===== src/hdl/scmc_pkg.sv =====
/*
 package for the supercapacitor charger mode control: modes, timing constants,
 comparator and control bundles.
 assumes a 200 MHz core clock; no bus, all control bits are plain ports.
*/
package scmc_pkg;

	localparam int CLK_MHZ = 200;
	// overcurrent deglitch, in microseconds
	localparam int OCP_DGL_US = 100;
	localparam int OCP_DGL_CYC = OCP_DGL_US * CLK_MHZ;
	// status blink: 1 Hz period, half period per phase
	localparam int BLINK_HZ = 1;
	localparam int BLINK_HALF_CYC = (CLK_MHZ * 1000000) / (2 * BLINK_HZ);
	// set-check count; the mode stays on the current-set pin check for one cycle more than this
	localparam int SET_CHECK_CYC = 16;
	// thermal thresholds in degrees Celsius
	localparam int TEMP_REG_C = 125;
	localparam int TEMP_SHUT_RISE_C = 150;
	localparam int TEMP_SHUT_FALL_C = 135;
	localparam int TEMP_W = 8;

	typedef enum logic [2:0] {
		ST_SHUTDOWN,
		ST_SLEEP,
		ST_SET_CHECK,
		ST_ACTIVE,
		ST_STANDBY,
		ST_FAULT
	} scmc_mode_t;

	// comparator results, all raw and asynchronous to core_clk
	typedef struct packed {
		logic input_low_ok;        // input above input_low_level
		logic above_sleep;         // input above output plus sleep_margin
		logic input_overvoltage;   // input above input_overvoltage_level
		logic overcurrent;         // output above output_overcurrent_level
		logic set_short;           // current_set_pin below set_resistor_short_limit
		logic set_open;            // current_set_pin open
		logic fb_charged;          // feedback_input above 98% of feedback_reference
	} scmc_cmp_t;

	// regulator steering
	typedef struct packed {
		logic bias_on;
		logic regulator_on;
		logic current_enable;
		logic thermal_fold;
	} scmc_reg_t;

endpackage


===== src/hdl/scmc_counter.sv =====
/*
 saturating up-counter with clear; flags when the limit has been reached.
 assumes LIMIT fits in W bits.
*/
`timescale 1ns/1ps
module scmc_counter #(
	parameter int W = 16,
	parameter int LIMIT = 100
) (
	input  wire logic core_clk,
	input  wire logic rstn,
	input  wire logic clear,
	input  wire logic run,
	output logic      done
);

	logic [W-1:0] cnt_ff;

	assign done = (cnt_ff == W'(LIMIT));

	always_ff @(posedge core_clk or negedge rstn)
	begin
		if (!rstn)
			cnt_ff <= '0;
		else if (clear)
			cnt_ff <= '0;
		else if (run && !done)
			cnt_ff <= cnt_ff + W'(1);
	end

endmodule


===== src/hdl/scmc_sync.sv =====
/*
 two-flop synchroniser bank for asynchronous comparator and pin levels.
 assumes levels only; pulses shorter than one clock may be lost.
*/
`timescale 1ns/1ps
module scmc_sync #(
	parameter int W = 1
) (
	input  wire logic         core_clk,
	input  wire logic         rstn,
	input  wire logic [W-1:0] d,
	output logic      [W-1:0] q
);

	logic [W-1:0] meta_ff;

	always_ff @(posedge core_clk or negedge rstn)
	begin
		if (!rstn)
		begin
			meta_ff <= '0;
			q <= '0;
		end
		else
		begin
			meta_ff <= d;
			q <= meta_ff;
		end
	end

endmodule


===== src/hdl/scmc_top.sv =====
/*
 mode and fault sequencing for a supercapacitor linear charger: power-up order,
 sleep/active/standby/fault modes, latched faults, thermal control and the
 open-drain status pins.
 assumes comparator levels arrive asynchronously and are synchronised here;
 the analog loops themselves sit outside and follow the regulator controls.
*/
`timescale 1ns/1ps
// Overview of operation
// - With valid input and enabled, check current-set pin, then start regulator.
// - Shorted set resistor at startup latches fault until input or disable toggles.
// - Open set pin still completes detection and starts with zero current.
// - Set pin watched while charging; current follows it at once.
// - Status high below 98%, low above, 1 Hz blink on faults.
// - Power good low only when input valid, not asleep, not overvoltage.
// - Input overvoltage enters standby, charging resumes when input normal.
// - Overcurrent past deglitch latches off until input or disable toggles.
// - Overcurrent deglitch is 100 microseconds of continuous excess current.
// - Above regulation temperature, charge current is folded back.
// - Regulator off above shutdown rising, back on below falling threshold.
// - Thresholds 150 C rising, 135 C falling, regulation 125 C.
// - Below low-input level: shutdown, all pins released.
// - Input above low level but below output plus margin: sleep.
// - Active charging only with disable low and input above both levels; leaving standby enters active for a cycle without checking either.
// - Standby stays partially biased and keeps checking the fault.
// - Constant current then constant voltage; no termination on low current.
// - Disable input pulled low internally, so open means enabled.
module scmc_top #(
	parameter int OCP_DGL_CYC = scmc_pkg::OCP_DGL_CYC,
	parameter int BLINK_HALF_CYC = scmc_pkg::BLINK_HALF_CYC
) (
	input  wire logic                          core_clk,
	input  wire logic                          rstn,
	input  wire scmc_pkg::scmc_cmp_t           cmp_raw,
	input  wire logic                          charge_disable,
	input  wire logic [scmc_pkg::TEMP_W-1:0]   die_temp_c,
	output scmc_pkg::scmc_reg_t                reg_ctl,
	output scmc_pkg::scmc_mode_t               mode,
	output logic                               power_good_n_o,
	output logic                               power_good_n_oe,
	output logic                               charge_status_o,
	output logic                               charge_status_oe,
	output logic                               cc_phase,
	output logic                               latched_fault
);

	////////////////////////////////////////////////////////////////////////////
	// input synchronisation

	localparam int NCMP = $bits(scmc_pkg::scmc_cmp_t);
	localparam int NSYN = NCMP + 1 + scmc_pkg::TEMP_W;

	scmc_pkg::scmc_cmp_t          cmp;
	logic                         dis_s;
	logic [scmc_pkg::TEMP_W-1:0]  temp_s;

	// temperature word is slow-moving; a torn sample only shifts one compare by a cycle
	scmc_sync #(.W(NSYN)) u_sync (
		.core_clk (core_clk),
		.rstn     (rstn),
		.d        ({cmp_raw, charge_disable, die_temp_c}),
		.q        ({cmp, dis_s, temp_s})
	);

	////////////////////////////////////////////////////////////////////////////
	// input validity and toggle detection

	logic input_ok;
	logic powered;
	logic dis_q_ff;
	logic pwr_q_ff;
	logic relatch;

	// an undriven disable pin reads low through the pulldown, so low means enable
	assign powered = cmp.input_low_ok;
	assign input_ok = cmp.input_low_ok && cmp.above_sleep;

	always_ff @(posedge core_clk or negedge rstn)
	begin
		if (!rstn)
		begin
			dis_q_ff <= 1'b0;
			pwr_q_ff <= 1'b0;
		end
		else
		begin
			dis_q_ff <= dis_s;
			pwr_q_ff <= powered;
		end
	end

	// a rise of disable or a drop of input clears latched faults
	assign relatch = (dis_s && !dis_q_ff) || (!powered && pwr_q_ff);

	////////////////////////////////////////////////////////////////////////////
	// overcurrent deglitch and startup check timers

	logic ocp_done;
	logic chk_done;
	logic in_active;

	scmc_counter #(.W(32), .LIMIT(OCP_DGL_CYC)) u_ocp_dgl (
		.core_clk (core_clk),
		.rstn     (rstn),
		.clear    (!cmp.overcurrent),
		.run      (in_active),
		.done     (ocp_done)
	);

	scmc_pkg::scmc_mode_t mode_ff;
	scmc_pkg::scmc_mode_t nxt_mode;

	scmc_counter #(.W(8), .LIMIT(scmc_pkg::SET_CHECK_CYC)) u_chk (
		.core_clk (core_clk),
		.rstn     (rstn),
		.clear    (mode_ff != scmc_pkg::ST_SET_CHECK),
		.run      (1'b1),
		.done     (chk_done)
	);

	assign in_active = (mode_ff == scmc_pkg::ST_ACTIVE) && cmp.overcurrent;

	////////////////////////////////////////////////////////////////////////////
	// thermal shutdown with hysteresis

	logic tshut_ff;

	always_ff @(posedge core_clk or negedge rstn)
	begin
		if (!rstn)
			tshut_ff <= 1'b0;
		else if (temp_s > scmc_pkg::TEMP_W'(scmc_pkg::TEMP_SHUT_RISE_C))
			tshut_ff <= 1'b1;
		else if (temp_s < scmc_pkg::TEMP_W'(scmc_pkg::TEMP_SHUT_FALL_C))
			tshut_ff <= 1'b0;
	end

	////////////////////////////////////////////////////////////////////////////
	// mode sequencing

	always_comb
	begin
		nxt_mode = mode_ff;
		if (!powered)
			nxt_mode = scmc_pkg::ST_SHUTDOWN;
		else
		begin
			unique case (mode_ff)
				scmc_pkg::ST_SHUTDOWN,
				scmc_pkg::ST_SLEEP:
				begin
					if (!cmp.above_sleep)
						nxt_mode = scmc_pkg::ST_SLEEP;
					else if (!dis_s)
						nxt_mode = scmc_pkg::ST_SET_CHECK;
					else
						nxt_mode = scmc_pkg::ST_SLEEP;
				end
				scmc_pkg::ST_SET_CHECK:
				begin
					if (dis_s || !cmp.above_sleep)
						nxt_mode = scmc_pkg::ST_SLEEP;
					else if (cmp.set_short)
						nxt_mode = scmc_pkg::ST_FAULT;
					else if (chk_done)
						nxt_mode = scmc_pkg::ST_ACTIVE;
				end
				scmc_pkg::ST_ACTIVE:
				begin
					if (ocp_done)
						nxt_mode = scmc_pkg::ST_FAULT;
					else if (cmp.input_overvoltage)
						nxt_mode = scmc_pkg::ST_STANDBY;
					else if (dis_s || !cmp.above_sleep)
						nxt_mode = scmc_pkg::ST_SLEEP;
				end
				scmc_pkg::ST_STANDBY:
				begin
					if (!cmp.input_overvoltage)
						nxt_mode = scmc_pkg::ST_ACTIVE;
				end
				scmc_pkg::ST_FAULT:
				begin
					if (relatch)
						nxt_mode = scmc_pkg::ST_SLEEP;
				end
				default:
					nxt_mode = scmc_pkg::ST_SHUTDOWN;
			endcase
		end
	end

	always_ff @(posedge core_clk or negedge rstn)
	begin
		if (!rstn)
			mode_ff <= scmc_pkg::ST_SHUTDOWN;
		else
			mode_ff <= nxt_mode;
	end

	assign mode = mode_ff;
	assign latched_fault = (mode_ff == scmc_pkg::ST_FAULT);

	////////////////////////////////////////////////////////////////////////////
	// regulator controls

	scmc_pkg::scmc_reg_t reg_ff;
	logic                active;

	assign active = (mode_ff == scmc_pkg::ST_ACTIVE);

	// current enable follows the live open-pin compare, so no restart is needed
	always_ff @(posedge core_clk or negedge rstn)
	begin
		if (!rstn)
			reg_ff <= '0;
		else
		begin
			reg_ff.bias_on <= active || mode_ff == scmc_pkg::ST_STANDBY
				|| mode_ff == scmc_pkg::ST_SET_CHECK;
			reg_ff.regulator_on <= active && !tshut_ff;
			reg_ff.current_enable <= active && !tshut_ff && !cmp.set_open;
			reg_ff.thermal_fold <= temp_s
				> scmc_pkg::TEMP_W'(scmc_pkg::TEMP_REG_C);
		end
	end

	assign reg_ctl = reg_ff;

	// no low-current termination: phase reflects only regulator_on and the charged compare
	assign cc_phase = reg_ff.regulator_on && !cmp.fb_charged;

	////////////////////////////////////////////////////////////////////////////
	// blink and open-drain status pins

	logic [31:0] blink_cnt_ff;
	logic        blink_ff;
	logic        pg_oe_ff;
	logic        st_oe_ff;
	logic        blink_fault;

	always_ff @(posedge core_clk or negedge rstn)
	begin
		if (!rstn)
		begin
			blink_cnt_ff <= '0;
			blink_ff <= 1'b0;
		end
		else if (blink_cnt_ff == 32'(BLINK_HALF_CYC - 1))
		begin
			blink_cnt_ff <= '0;
			blink_ff <= !blink_ff;
		end
		else
			blink_cnt_ff <= blink_cnt_ff + 32'h1;
	end

	assign blink_fault = mode_ff == scmc_pkg::ST_FAULT || mode_ff == scmc_pkg::ST_STANDBY;

	always_ff @(posedge core_clk or negedge rstn)
	begin
		if (!rstn)
		begin
			pg_oe_ff <= 1'b0;
			st_oe_ff <= 1'b0;
		end
		else
		begin
			pg_oe_ff <= input_ok && !cmp.input_overvoltage;
			if (!powered)
				st_oe_ff <= 1'b0;
			else if (blink_fault)
				st_oe_ff <= blink_ff;
			else
				st_oe_ff <= cmp.fb_charged;
		end
	end

	assign power_good_n_o = 1'b0;
	assign power_good_n_oe = pg_oe_ff;
	assign charge_status_o = 1'b0;
	assign charge_status_oe = st_oe_ff;

	////////////////////////////////////////////////////////////////////////////
	// checks

	logic [31:0] ocp_hold_ff; // kept apart from the counter that it checks
	always_ff @(posedge core_clk or negedge rstn)
	begin
		if (!rstn)
			ocp_hold_ff <= '0;
		else
			ocp_hold_ff <= cmp.overcurrent ? ocp_hold_ff + 32'(active) : 32'h0;
	end
endmodule


===== config.mk =====
export PLATFORM = sky130hd
export DESIGN_NAME = scmc_top
export DESIGN_NICKNAME = d
export VERILOG_FILES = /design/src/hdl/scmc_pkg.sv /design/src/hdl/scmc_counter.sv /design/src/hdl/scmc_sync.sv /design/src/hdl/scmc_top.sv
export SDC_FILE = /design/constraint.sdc
export NUM_CORES = 1
export LEC_CHECK = 0
export ABC_AREA = 1
export BUFFER_PORTS_ARGS = -buffer_cell sky130_fd_sc_hd__buf_2
export CAP_MARGIN = 40
export CELL_PAD_IN_SITES_DETAIL_PLACEMENT = 1
export CELL_PAD_IN_SITES_GLOBAL_PLACEMENT = 1
export CORE_MARGIN = 1
export CORE_UTILIZATION = 52
export CTS_BUF_LIST = sky130_fd_sc_hd__clkbuf_4 sky130_fd_sc_hd__clkbuf_8
export CTS_CLUSTER_DIAMETER = 40
export DETAILED_ROUTE_END_ITERATION = 12
export PLACE_DENSITY = 0.93
export SLEW_MARGIN = 20
export SYNTH_ARGS = -nofsm -noshare
export SYNTH_HDL_FRONTEND = slang
export SYNTH_SLANG_ARGS = --single-unit

===== constraint.sdc =====
create_clock -name core_clk -period 4.4 [get_ports core_clk]
set_clock_uncertainty 0.15 [all_clocks]
set_input_delay 0 -clock core_clk [delete_from_list [all_inputs] [get_ports core_clk]]
set_output_delay 0 -clock core_clk [all_outputs]
set_load 0.05 [all_outputs]

=== After elaboration in Yosys (flattened, before gate mapping) ===
Index checks and enable logic that the tools add are counted.

* Bits in registers: 117
* Latch bits: 0
* Memory bits (writable): 0
* ROM bits: 0
* Output and inout bits: 13
* Logic and storage cells: 85
* Memories kept: 0

* $add $sub $neg: 3
* Multipliers: 0
* Div/mod/pow operators: 0
* $lt $le $gt $ge: 3
* Equal/unequal tests: 15
* Shift-type cells: 0
* Multiplexer cells: 21
* Bitwise operators: 0
* Reductions and logical operators: 27

{| class="wikitable"
|+ Operators by type and width
! operator !! number
|-
| two-way mux 32 bit || 3
|-
| adder 32 x 1 -> 32 bit (second input constant) || 2
|-
| == test 32 x 15 -> 1 bit (second input constant) || 1
|-
| == test 32 x 27 -> 1 bit (second input constant) || 1
|-
| two-way mux 3 bit || 9
|-
| two-way mux 8 bit || 2
|-
| one-hot mux 3 bit (5 select lines) || 1
|-
| logical AND 1 bit || 9
|-
| zero test 1 bit || 9
|-
| adder 8 x 1 -> 8 bit (second input constant) || 1
|-
| == test 8 x 5 -> 1 bit (second input constant) || 1
|-
| > comparator 8 x 7 -> 1 bit (second input constant) || 1
|-
| > comparator 8 bit (second input constant) || 1
|-
| < comparator 8 bit (second input constant) || 1
|-
| == test 3 x 2 -> 1 bit (second input constant) || 2
|-
| == test 3 bit (second input constant) || 2
|-
| inequality test 3 bit (second input constant) || 2
|-
| logical OR 1 bit || 5
|-
| inequality test 5 x 4 -> 1 bit (second input constant) || 1
|-
| inequality test 5 bit (second input constant) || 1
|-
| two-way mux 1 bit || 4
|-
| two-way mux 2 bit || 2
|-
| inequality test 2 x 1 -> 1 bit (second input constant) || 2
|-
| AND reduction 4 bit || 1
|-
| other kinds (5) || 5
|}

=== Logic depth before layout (Yosys ltp) ===
Gate-level depths: netlist (run 1).

* Word-level depth: 7
* Depth in mapped cells: 13
* Depth with buffers taken out: 12

=== Hierarchy ===
From an unflattened synthesis (run 1), not the netlist that was laid out.

* Cell total of the unflattened synthesis: 893
* Area total of the unflattened synthesis: 6386.1 um^2

{| class="wikitable"
|+ By module, submodules not included
! module !! times used !! cells an instance !! area an instance (um^2)
|-
| scmc_top || 1 || 409 || 2723.9
|-
| scmc_counter at u_ocp_dgl || 1 || 374 || 2306.0
|-
| scmc_sync || 1 || 32 || 800.8
|-
| scmc_counter at u_chk || 1 || 78 || 555.5
|}

=== Worst setup path after synthesis (run 1) ===
Ideal clock, no wire load.

* Kind: register to register
* Start: register mode_ff[1], in the netlist mode[1]
* End: register mode_ff[1], in the netlist mode[1]
* Data arrival time: 2.154 ns
* Setup slack: 1.978 ns
* Stages on the path, launching flop included: 11
* Path buffers: 0
* Path through: dfrtp_1 > inv_1 > nand2_1 > nor2_1 > o21ai_0 > nand2_1 > a21oi_1 > nand2_1 > nor2_1 > nand2_1 > nand2_1

{| class="wikitable"
|+ RTL lines
! element !! RTL line !! source
|-
| from (decl) || scmc_top.sv:110 || <nowiki>scmc_pkg::scmc_mode_t mode_ff;</nowiki>
|-
| from (signal assigned) || scmc_top.sv:196 || <nowiki>mode_ff <= scmc_pkg::ST_SHUTDOWN;</nowiki>
|-
| from (signal assigned) || scmc_top.sv:198 || <nowiki>mode_ff <= nxt_mode;</nowiki>
|-
| == test 3 bit * || - ||
|-
| net latched_fault || scmc_top.sv:44 || <nowiki>output logic latched_fault</nowiki>
|-
| one-hot mux 3 bit (5 select lines) / inequality test 3 bit (equally long branches) || - ||
|-
| two-way mux 3 bit / AND reduction 4 bit (equally long branches) || - ||
|}

The timed path passes the listed nets; every way through them passes the cells marked *.
A chain may end at the register's enable or synchronous reset.

=== Final worst setup path (run 1) ===
* Start: register blink_cnt_ff[3]
* End: register blink_cnt_ff[21]

* Word-level cells in the longest chain between the ends: 2

{| class="wikitable"
|+ RTL lines
! element !! RTL line !! source
|-
| from (decl) || scmc_top.sv:236 || <nowiki>logic [31:0] blink_cnt_ff;</nowiki>
|-
| from (signal assigned) || scmc_top.sv:255 || <nowiki>blink_cnt_ff <= blink_cnt_ff + 32'h1;</nowiki>
|-
| adder 32 x 1 -> 32 bit / == test 32 x 27 -> 1 bit (equally long branches) || scmc_top.sv:255, scmc_top.sv:249 ||
|-
| two-way mux 32 bit * || scmc_top.sv:249 || <nowiki>else if (blink_cnt_ff == 32'(BLINK_HALF_CYC - 1))</nowiki>
|}

Mark *: on every way between the ends. The rest lies on a longest branch, timed or not.

==> results.py, run 1 <==
metrics = {
    "run_status": {
        "outcome": "completed",
    },
    "setup_path": {
        "crit_start": "blink_cnt_ff[3]",
        "r2r-start": "blink_cnt_ff[3]",
        "critical_path_arrival_ns": 2.64,
        "crit_type": "reg -> reg",
        "worstSetupStartpointType": "register",
        "path_max_fanout": 5,
        "cp.required_ns": 4.60,
        "end_kind": "register",
    },
    "routing": {
        "dr_total_vias": 5845,
        "drt_wl_total_um": 22600,
        "met3_wirelength_um": 1370,
        "wl_per_cell_um": 23.2,
        "m1WireLength_um": 7850,
        "wl_met2_um": 11400,
        "first_pass_iters": 5,
        "drt_iter0_markers": 457,
        "top_layer_used": "met4",
        "drtAntennaViolNets": 0,
        "via_per_inst": 5.99,
        "drc": 0,
    },
    "final_layout": {
        "fillers": 1395,
        "final_nets": 842,
        "area_growth_pct": 14.2,
        "antenna_cells": 0,
        "final_area_um2": 6970,
        "drive_above_1_share": 0.148,
    },
    "die": {
        "dieArea_um2": 12200,
        "ios": 31,
        "core_area_um2": 11400,
        "die_y_um": 110,
        "num_rows": 39,
        "floorplan.initialDensity": 0.535,
        "die_w_um": 110,
    },
    "clock_tree": {
        "numCtsBuffers": 17,
        "cts_tree": "built",
        "cts_max_level": 4,
        "cts_buffer_depth": 2,
        "cts-root-buf": "clkbuf_8",
        "cts_resized": 0,
        "clock_latency_ns": 0.49,
        "clk_pin_slew_worst_paths_ns": 0.09,
        "clkSinkCount": 117,
    },
    "placed_design": {
        "dpl_cell_area_um2": 6340,
        "routabilityCongestion": 0.941,
        "io_buffers": 28,
        "hpwl_um": 13300,
    },
    "min_path": {
        "hold_class": "in -> reg",
        "holdCritStartpoint": "die_temp_c[4]",
    },
    "yosys": {
        "seq_area_frac_synth": 0.480,
        "synth_fa_ha_area_frac": 0.0102,
        "synth_top_family_by_area": "simple AND/OR/NAND/NOR gates",
        "synth_area_per_cell_um2": 8.04,
        "synth-main-ff-cell": "dfrtp_1",
        "synth_edf_count": 0,
        "synth-compound-area-share": 0.0598,
        "synthMuxAreaShare": 0,
        "synth_xor_area_frac": 0.0473,
        "synth_cells": 759,
        "synth_area_um2": 6100,
        "synth_cell_types": 40,
        "synthArstFlopShare": 1.00,
        "synthSimpleGateAreaFrac": 0.323,
        "synth_seq_cells": 117,
        "synth_warnings": 0,
    },
    "pwr": {
        "pwr-share-seq": 0.477,
        "combPwrFrac": 0.050,
        "clkPwrFrac": 0.472,
        "power_leakage_nw": 3.28,
        "switching_share": 0.291,
        "ir_drop_uv": 469,
        "powerDensity_nw_per_um2": 335,
        "switchingPower_uw": 681,
        "intPower_mw": 1.66,
    },
    "timing": {
        "period_needed_ns": 2.44,
        "setup-violations-final": 0,
        "hold_viol": 0,
        "worst_pin_slew_ns": 0.751,
        "fin_tns_setup_ns": 0,
        "slew-limit-headroom": 0.494,
        "rsz0062_at_grt": "false",
        "max_freq_mhz": 410,
        "finalCritPeriodShare": 0.555,
        "maxSlewViolCount": 0,
    },
    "global_route": {
        "grt_overflow_total": 0,
        "antenna_found_initial": 0,
        "grt_pass1_wl_um": 34900,
        "grt_max_degree": 51,
        "grt_pass1_vias": 6556,
        "grt_usage": 0.404,
    },
    "job": {
        "maxCapViolCount": 0,
    },
}
flip-flops by register name (all words and copies together) (netlist names):
| register | flops |
|---|---|
| u_chk.cnt_ff | 8 |
| power_good_n_oe | 1 |
| blink_ff | 1 |
| reg_ctl | 4 |
| pwr_q_ff | 1 |
| tshut_ff | 1 |
| mode | 3 |
| charge_status_oe | 1 |
| dis_q_ff | 1 |
| u_sync.q | 16 |
| blink_cnt_ff | 32 |
| u_ocp_dgl.cnt_ff | 32 |
| u_sync.meta_ff | 16 |
Yosys cell counts (2+ instances only):
| master | number | area, µm² |
|---|---|---|
| ha_1 | 5 | 62.6 |
| inv_1 | 83 | 312 |
| nor2_4 | 2 | 22.5 |
| buf_4 | 4 | 30.0 |
| nand3_2 | 2 | 20.0 |
| dfrtp_1 | 117 | 2930 |
| nand2_4 | 3 | 33.8 |
| a21oi_1 | 8 | 40.0 |
| buf_1 | 2 | 7.51 |
| nand2_8 | 2 | 40.0 |
| o21ai_2 | 21 | 184 |
| nor2_1 | 116 | 435 |
| nor3_1 | 28 | 140 |
| nor2_2 | 2 | 12.5 |
| nand2_1 | 189 | 709 |
| xnor2_1 | 6 | 52.6 |
| buf_6 | 3 | 33.8 |
| inv_2 | 13 | 48.8 |
| xor2_1 | 27 | 236 |
| nor3_2 | 6 | 60.1 |
| o21ai_1 | 2 | 10.0 |
| nand3_1 | 56 | 280 |
| o21ai_0 | 19 | 95.1 |
| nand2_2 | 3 | 18.8 |
| nand4_1 | 25 | 156 |
power by group through the flow:
stage | logic [mW] | registers, mW | clock network, mW
after detailed placement | 0.0929 | 1.13 | 0
final | 0.118 | 1.12 | 1.10
after global routing | 0.127 | 1.12 | 1.13
after floorplan | 0.0446 | 1.14 | 0
after global placement | 0.0881 | 1.13 | 0
after CTS | 0.111 | 1.11 | 1.06
final cells by class:
type                    instances  area, µm²  share of cell area
inverters                      97        377              0.0540
multi-input cells             534       2690               0.386
flip-flops and latches        117       2930               0.420
clock inverters                14        165              0.0237
clock buffers                  18        241              0.0346
repair buffers                 52        390              0.0560
well taps                     143        179              0.0257
cells in the final DEF (no fill, tap or decap), types with 2 or more instances in the layout:
master         synthesis  routed
inv_6                  0       6
nand2_8                2       2
dfrtp_1              117     117
nor2_1               116     116
a21oi_1                8       8
nand2_1              189     189
nand4_1               25      25
buf_4                  4       4
nand2_2                3       3
nand3_2                2       2
nand3_1               56      56
inv_2                 13      13
bufinv_16              0       2
o21ai_2               21      21
clkinv_4               0       2
o21ai_0               19      19
xor2_1                27      27
inv_8                  0       2
dlygate4sd3_1          0      19
nor3_2                 6       6
conb_1                 1       2
inv_1                 83      83
nand2_4                3       3
nor2_4                 2       2
nor3_1                28      28
o21ai_1                2       2
clkbuf_8               0      17
xnor2_1                6       6
nor2_2                 2       2
buf_2                  0      27
ha_1                   5       5
worst max-delay path, cell delays in order (launching register included):
cell,delay [ns]
dfrtp_1,0.45
nand2_1,0.08
nor2_1,0.16
nand2_1,0.23
nor2_1,0.49
nand3_1,0.25
nand2_1,0.15
nand2_1,0.07
nor2_1,0.30
kinds of logic (layout without fill, tap and decap cells):
| logic type | count (synthesis) | in the layout |
|---|---|---|
| buf+inv | 109 | 181 |
| xor+xnor | 33 | 33 |
| compound gates | 55 | 55 |
| other cells | 1 | 2 |
| fa+ha+maj | 5 | 5 |
| simple gates | 439 | 439 |
| flops | 117 | 117 |
metal layers:
layer  GRT usage  up-vias
met3       0.126      142
li1            -     2535
met2       0.692      274
met4       0.353        0
met1       0.391     2894
met5           0        -
final timing paths:
| kind | endpoint | cells past startpoint | slack (ns) |
|---|---|---|---|
| min in group asynchronous | u_ocp_dgl.cnt_ff[9] | 4 | 0.47 |
| hold reg to reg | u_sync.q[12] | 0 | 0.21 |
| setup / recovery | blink_cnt_ff[21] | 8 | 1.96 |
| max in group asynchronous | u_ocp_dgl.cnt_ff[0] | 4 | 2.93 |
| setup reg to reg | blink_cnt_ff[21] | 8 | 1.96 |
| hold / removal | u_sync.meta_ff[4] | 2 | 0.006 |
repair_timing:
item / CTS / global route
hold buffers: 20 / 0
hold endpoints to repair: 83 / 0
buffers inserted: 0 / 0
through the flow:
step | util | std cells | power [mW] | hold WS, ns | setup slack, ns
2_1_floorplan | - | 760 | 1.18 | -0.446 | 1.98
3_3_place_gp | 0.555 | 922 | 1.22 | -0.144 | 2.39
3_5_place_dp | 0.555 | 922 | 1.23 | -0.134 | 2.28
4_1_cts | 0.609 | 974 | 2.29 | 0.00151 | 2.21
5_1_grt | 0.611 | 975 | 2.38 | 0.00541 | 1.82
6_report | 0.611 | 975 | 2.34 | 0.00623 | 1.96
Power figures use the tool's default switching activity.
==> run 2, diff against run 1 <==
- CORE_UTILIZATION: 52 -> 43
- PLACE_DENSITY: 0.93 -> 0.83
- clock period: 4.4 -> 2 ns (I/O delays scaled with it)
==> run 2 against run 1 <==
Register-to-register slack worse by 1.9 ns. Final cell count is 6.2% higher. Worst hold slack better by 0.017 ns. Die area is 21% higher. Critical path type unchanged. Critical endpoint is now u_ocp_dgl.cnt_ff[16]. Count of clock-buffer cells in the layout is 1 lower. Routed wire length is 17% lower. First-iteration DRC count is 43% lower. Non-clock buffer count is 19 higher. Utilization is 8.9 points lower.
==> results.py, run 2 (synthesis gave the netlist of run 1 again) <==
metrics = {
    "run_status": {
        "outcome": "completed",
    },
    "final_layout": {
        "area_growth_pct": 18.7,
        "final_common_cell": "nand2_1",
        "drive_above_1_share": 0.177,
        "final_nets": 865,
        "largest_registers": "blink_cnt_ff x32, u_ocp_dgl.cnt_ff x32",
        "antenna_cells": 0,
        "layout_common_cells": "nand2_1, dfrtp_1, nor2_1",
        "layout.cells.non_filler": 1035,
    },
    "clock_tree": {
        "numCtsBuffers": 17,
        "cts_max_level": 4,
        "cts_buffer_depth": 2,
        "cts_tree": "built",
        "post-cts-setup-buffers": 0,
        "clkSinkCount": 117,
        "clk_pin_slew_worst_paths_ns": 0.09,
        "cts-root-buf": "clkbuf_8",
        "clock_latency_ns": 0.47,
    },
    "setup_path": {
        "crit_type": "reg -> reg",
        "crit_end": "u_ocp_dgl.cnt_ff[16]",
        "cp.required_ns": 2.22,
        "r2r-start": "u_ocp_dgl.cnt_ff[0]",
        "end_kind": "register",
        "path_max_fanout": 4,
        "r2r-end": "u_ocp_dgl.cnt_ff[16]",
        "reg2reg_depth": 8,
        "worstSetupStartpointType": "register",
        "crit_start": "u_ocp_dgl.cnt_ff[0]",
        "critical_path_arrival_ns": 2.15,
        "rrSetupSlack_ns": 0.07,
    },
    "timing": {
        "worst_pin_slew_ns": 0.676,
        "maxSlewViolCount": 0,
        "finalCritPeriodShare": 0.965,
        "period_needed_ns": 1.93,
        "holdWs_ns": 0.0237,
        "slew-limit-headroom": 0.550,
        "setup-violations-final": 0,
        "hold_viol": 0,
        "max_freq_mhz": 518,
    },
    "routing": {
        "drtAntennaViolNets": 0,
        "first_pass_iters": 5,
        "dr_total_vias": 5477,
        "wl_per_cell_um": 18.1,
        "via_per_inst": 5.29,
        "drc": 0,
        "drt_iter0_markers": 262,
        "drt_wl_total_um": 18700,
    },
    "pwr": {
        "power_leakage_nw": 3.38,
        "total_power_mw": 4.92,
        "powerDensity_nw_per_um2": 679,
        "ir_drop_uv": 509,
    },
    "global_route": {
        "grt_usage": 0.269,
        "grt_overflow_total": 0,
        "antenna_found_initial": 0,
        "grt_max_degree": 55,
        "grt_pass1_wl_um": 29600,
        "grt_pass1_vias": 5841,
    },
    "die": {
        "ios": 31,
        "die_w_um": 121,
        "floorplan.initialDensity": 0.440,
        "num_rows": 43,
        "die_y_um": 121,
        "dieArea_um2": 14700,
        "core_area_um2": 13900,
    },
    "min_path": {
        "hold_class": "in -> reg",
        "holdCritStartpoint": "cmp_raw[6]",
    },
    "job": {
        "maxCapViolCount": 0,
    },
    "placed_design": {
        "hpwl_um": 12600,
        "io_buffers": 28,
        "routabilityCongestion": 0.901,
        "dp.cells": 977,
    },
}
run 2: cell types whose count changed in the layout (fill, tap and decap cells not counted), moves of 2 or more:
cell           delta
buf_6             +2
inv_8             +5
nor2_2            +2
nor3_1            -3
bufinv_16         -2
nor3_2            +3
buf_4            +16
nand2_4           +2
dlygate4sd3_1     +2
nor2_1            -3
run 2: what timing repair did:
| item | CTS | global route |
|---|---|---|
| endpoints found under the hold margin | 133 | 0 |
| setup endpoints to repair | 0 | 21 |
| resized for setup | 0 | 14 |
| hold buffers | 21 | 0 |
run 2: layer usage:
layer	GRT usage	vias to the layer above	part of all wire
met5	0	-	0
met4	0.123	0	0.038
met3	0.0620	53	0.034
met2	0.479	122	0.52
met1	0.303	2710	0.41
li1	-	2592	-
run 2: power by group:
group / internal, mW / leakage (nW) / switching, mW
sequential: 2.41 / 1.53 / 0.0364
clock: 0.939 / 0.194 / 1.26
combinational: 0.0845 / 1.65 / 0.189
total: 3.43 / 3.38 / 1.48
run 2: worst min-delay path by stage:
stage                                       to  slack [ns]  cells after the start
after global placement    u_ocp_dgl.cnt_ff[28]       -0.23                      1
after CTS                    u_sync.meta_ff[7]       0.004                      2
after detailed placement  u_ocp_dgl.cnt_ff[28]       -0.23                      1
final                       u_sync.meta_ff[15]        0.02                      2
after floorplan                blink_cnt_ff[0]       -0.45                      0
after global routing         u_sync.meta_ff[2]       0.002                      2
run 2: through the flow:
step	instance area, µm²	setup slack, ns	TNS [ns]	util
after floorplan	6120	0.0358	0	-
after global placement	6540	0.123	0	0.471
after detailed placement	6540	0.00402	0	0.471
after CTS	7140	0.00546	0	0.515
after global routing	7240	-0.0523	-0.0523	0.522
final	7240	0.0706	0	0.522
run 2: area by class of cell:
| cell class | count | area [µm²] |
|---|---|---|
| flip-flops and latches | 117 | 2930 |
| fillers | 1685 | 6640 |
| clock inverters | 15 | 154 |
| clock buffers | 17 | 234 |
| repair buffers | 71 | 538 |
| inverters | 97 | 395 |
| repair inverters | 2 | 25.0 |
| well taps | 180 | 225 |
| multi-input cells | 536 | 2740 |
run 2: critical path: stages (launching register included):
cell     delay, ns
dfrtp_1       0.42
ha_1          0.20
nand2_1       0.08
nor2_1        0.21
nand2_1       0.21
nor2_1        0.18
xor2_1        0.17
nand3_1       0.11
o21ai_2       0.12
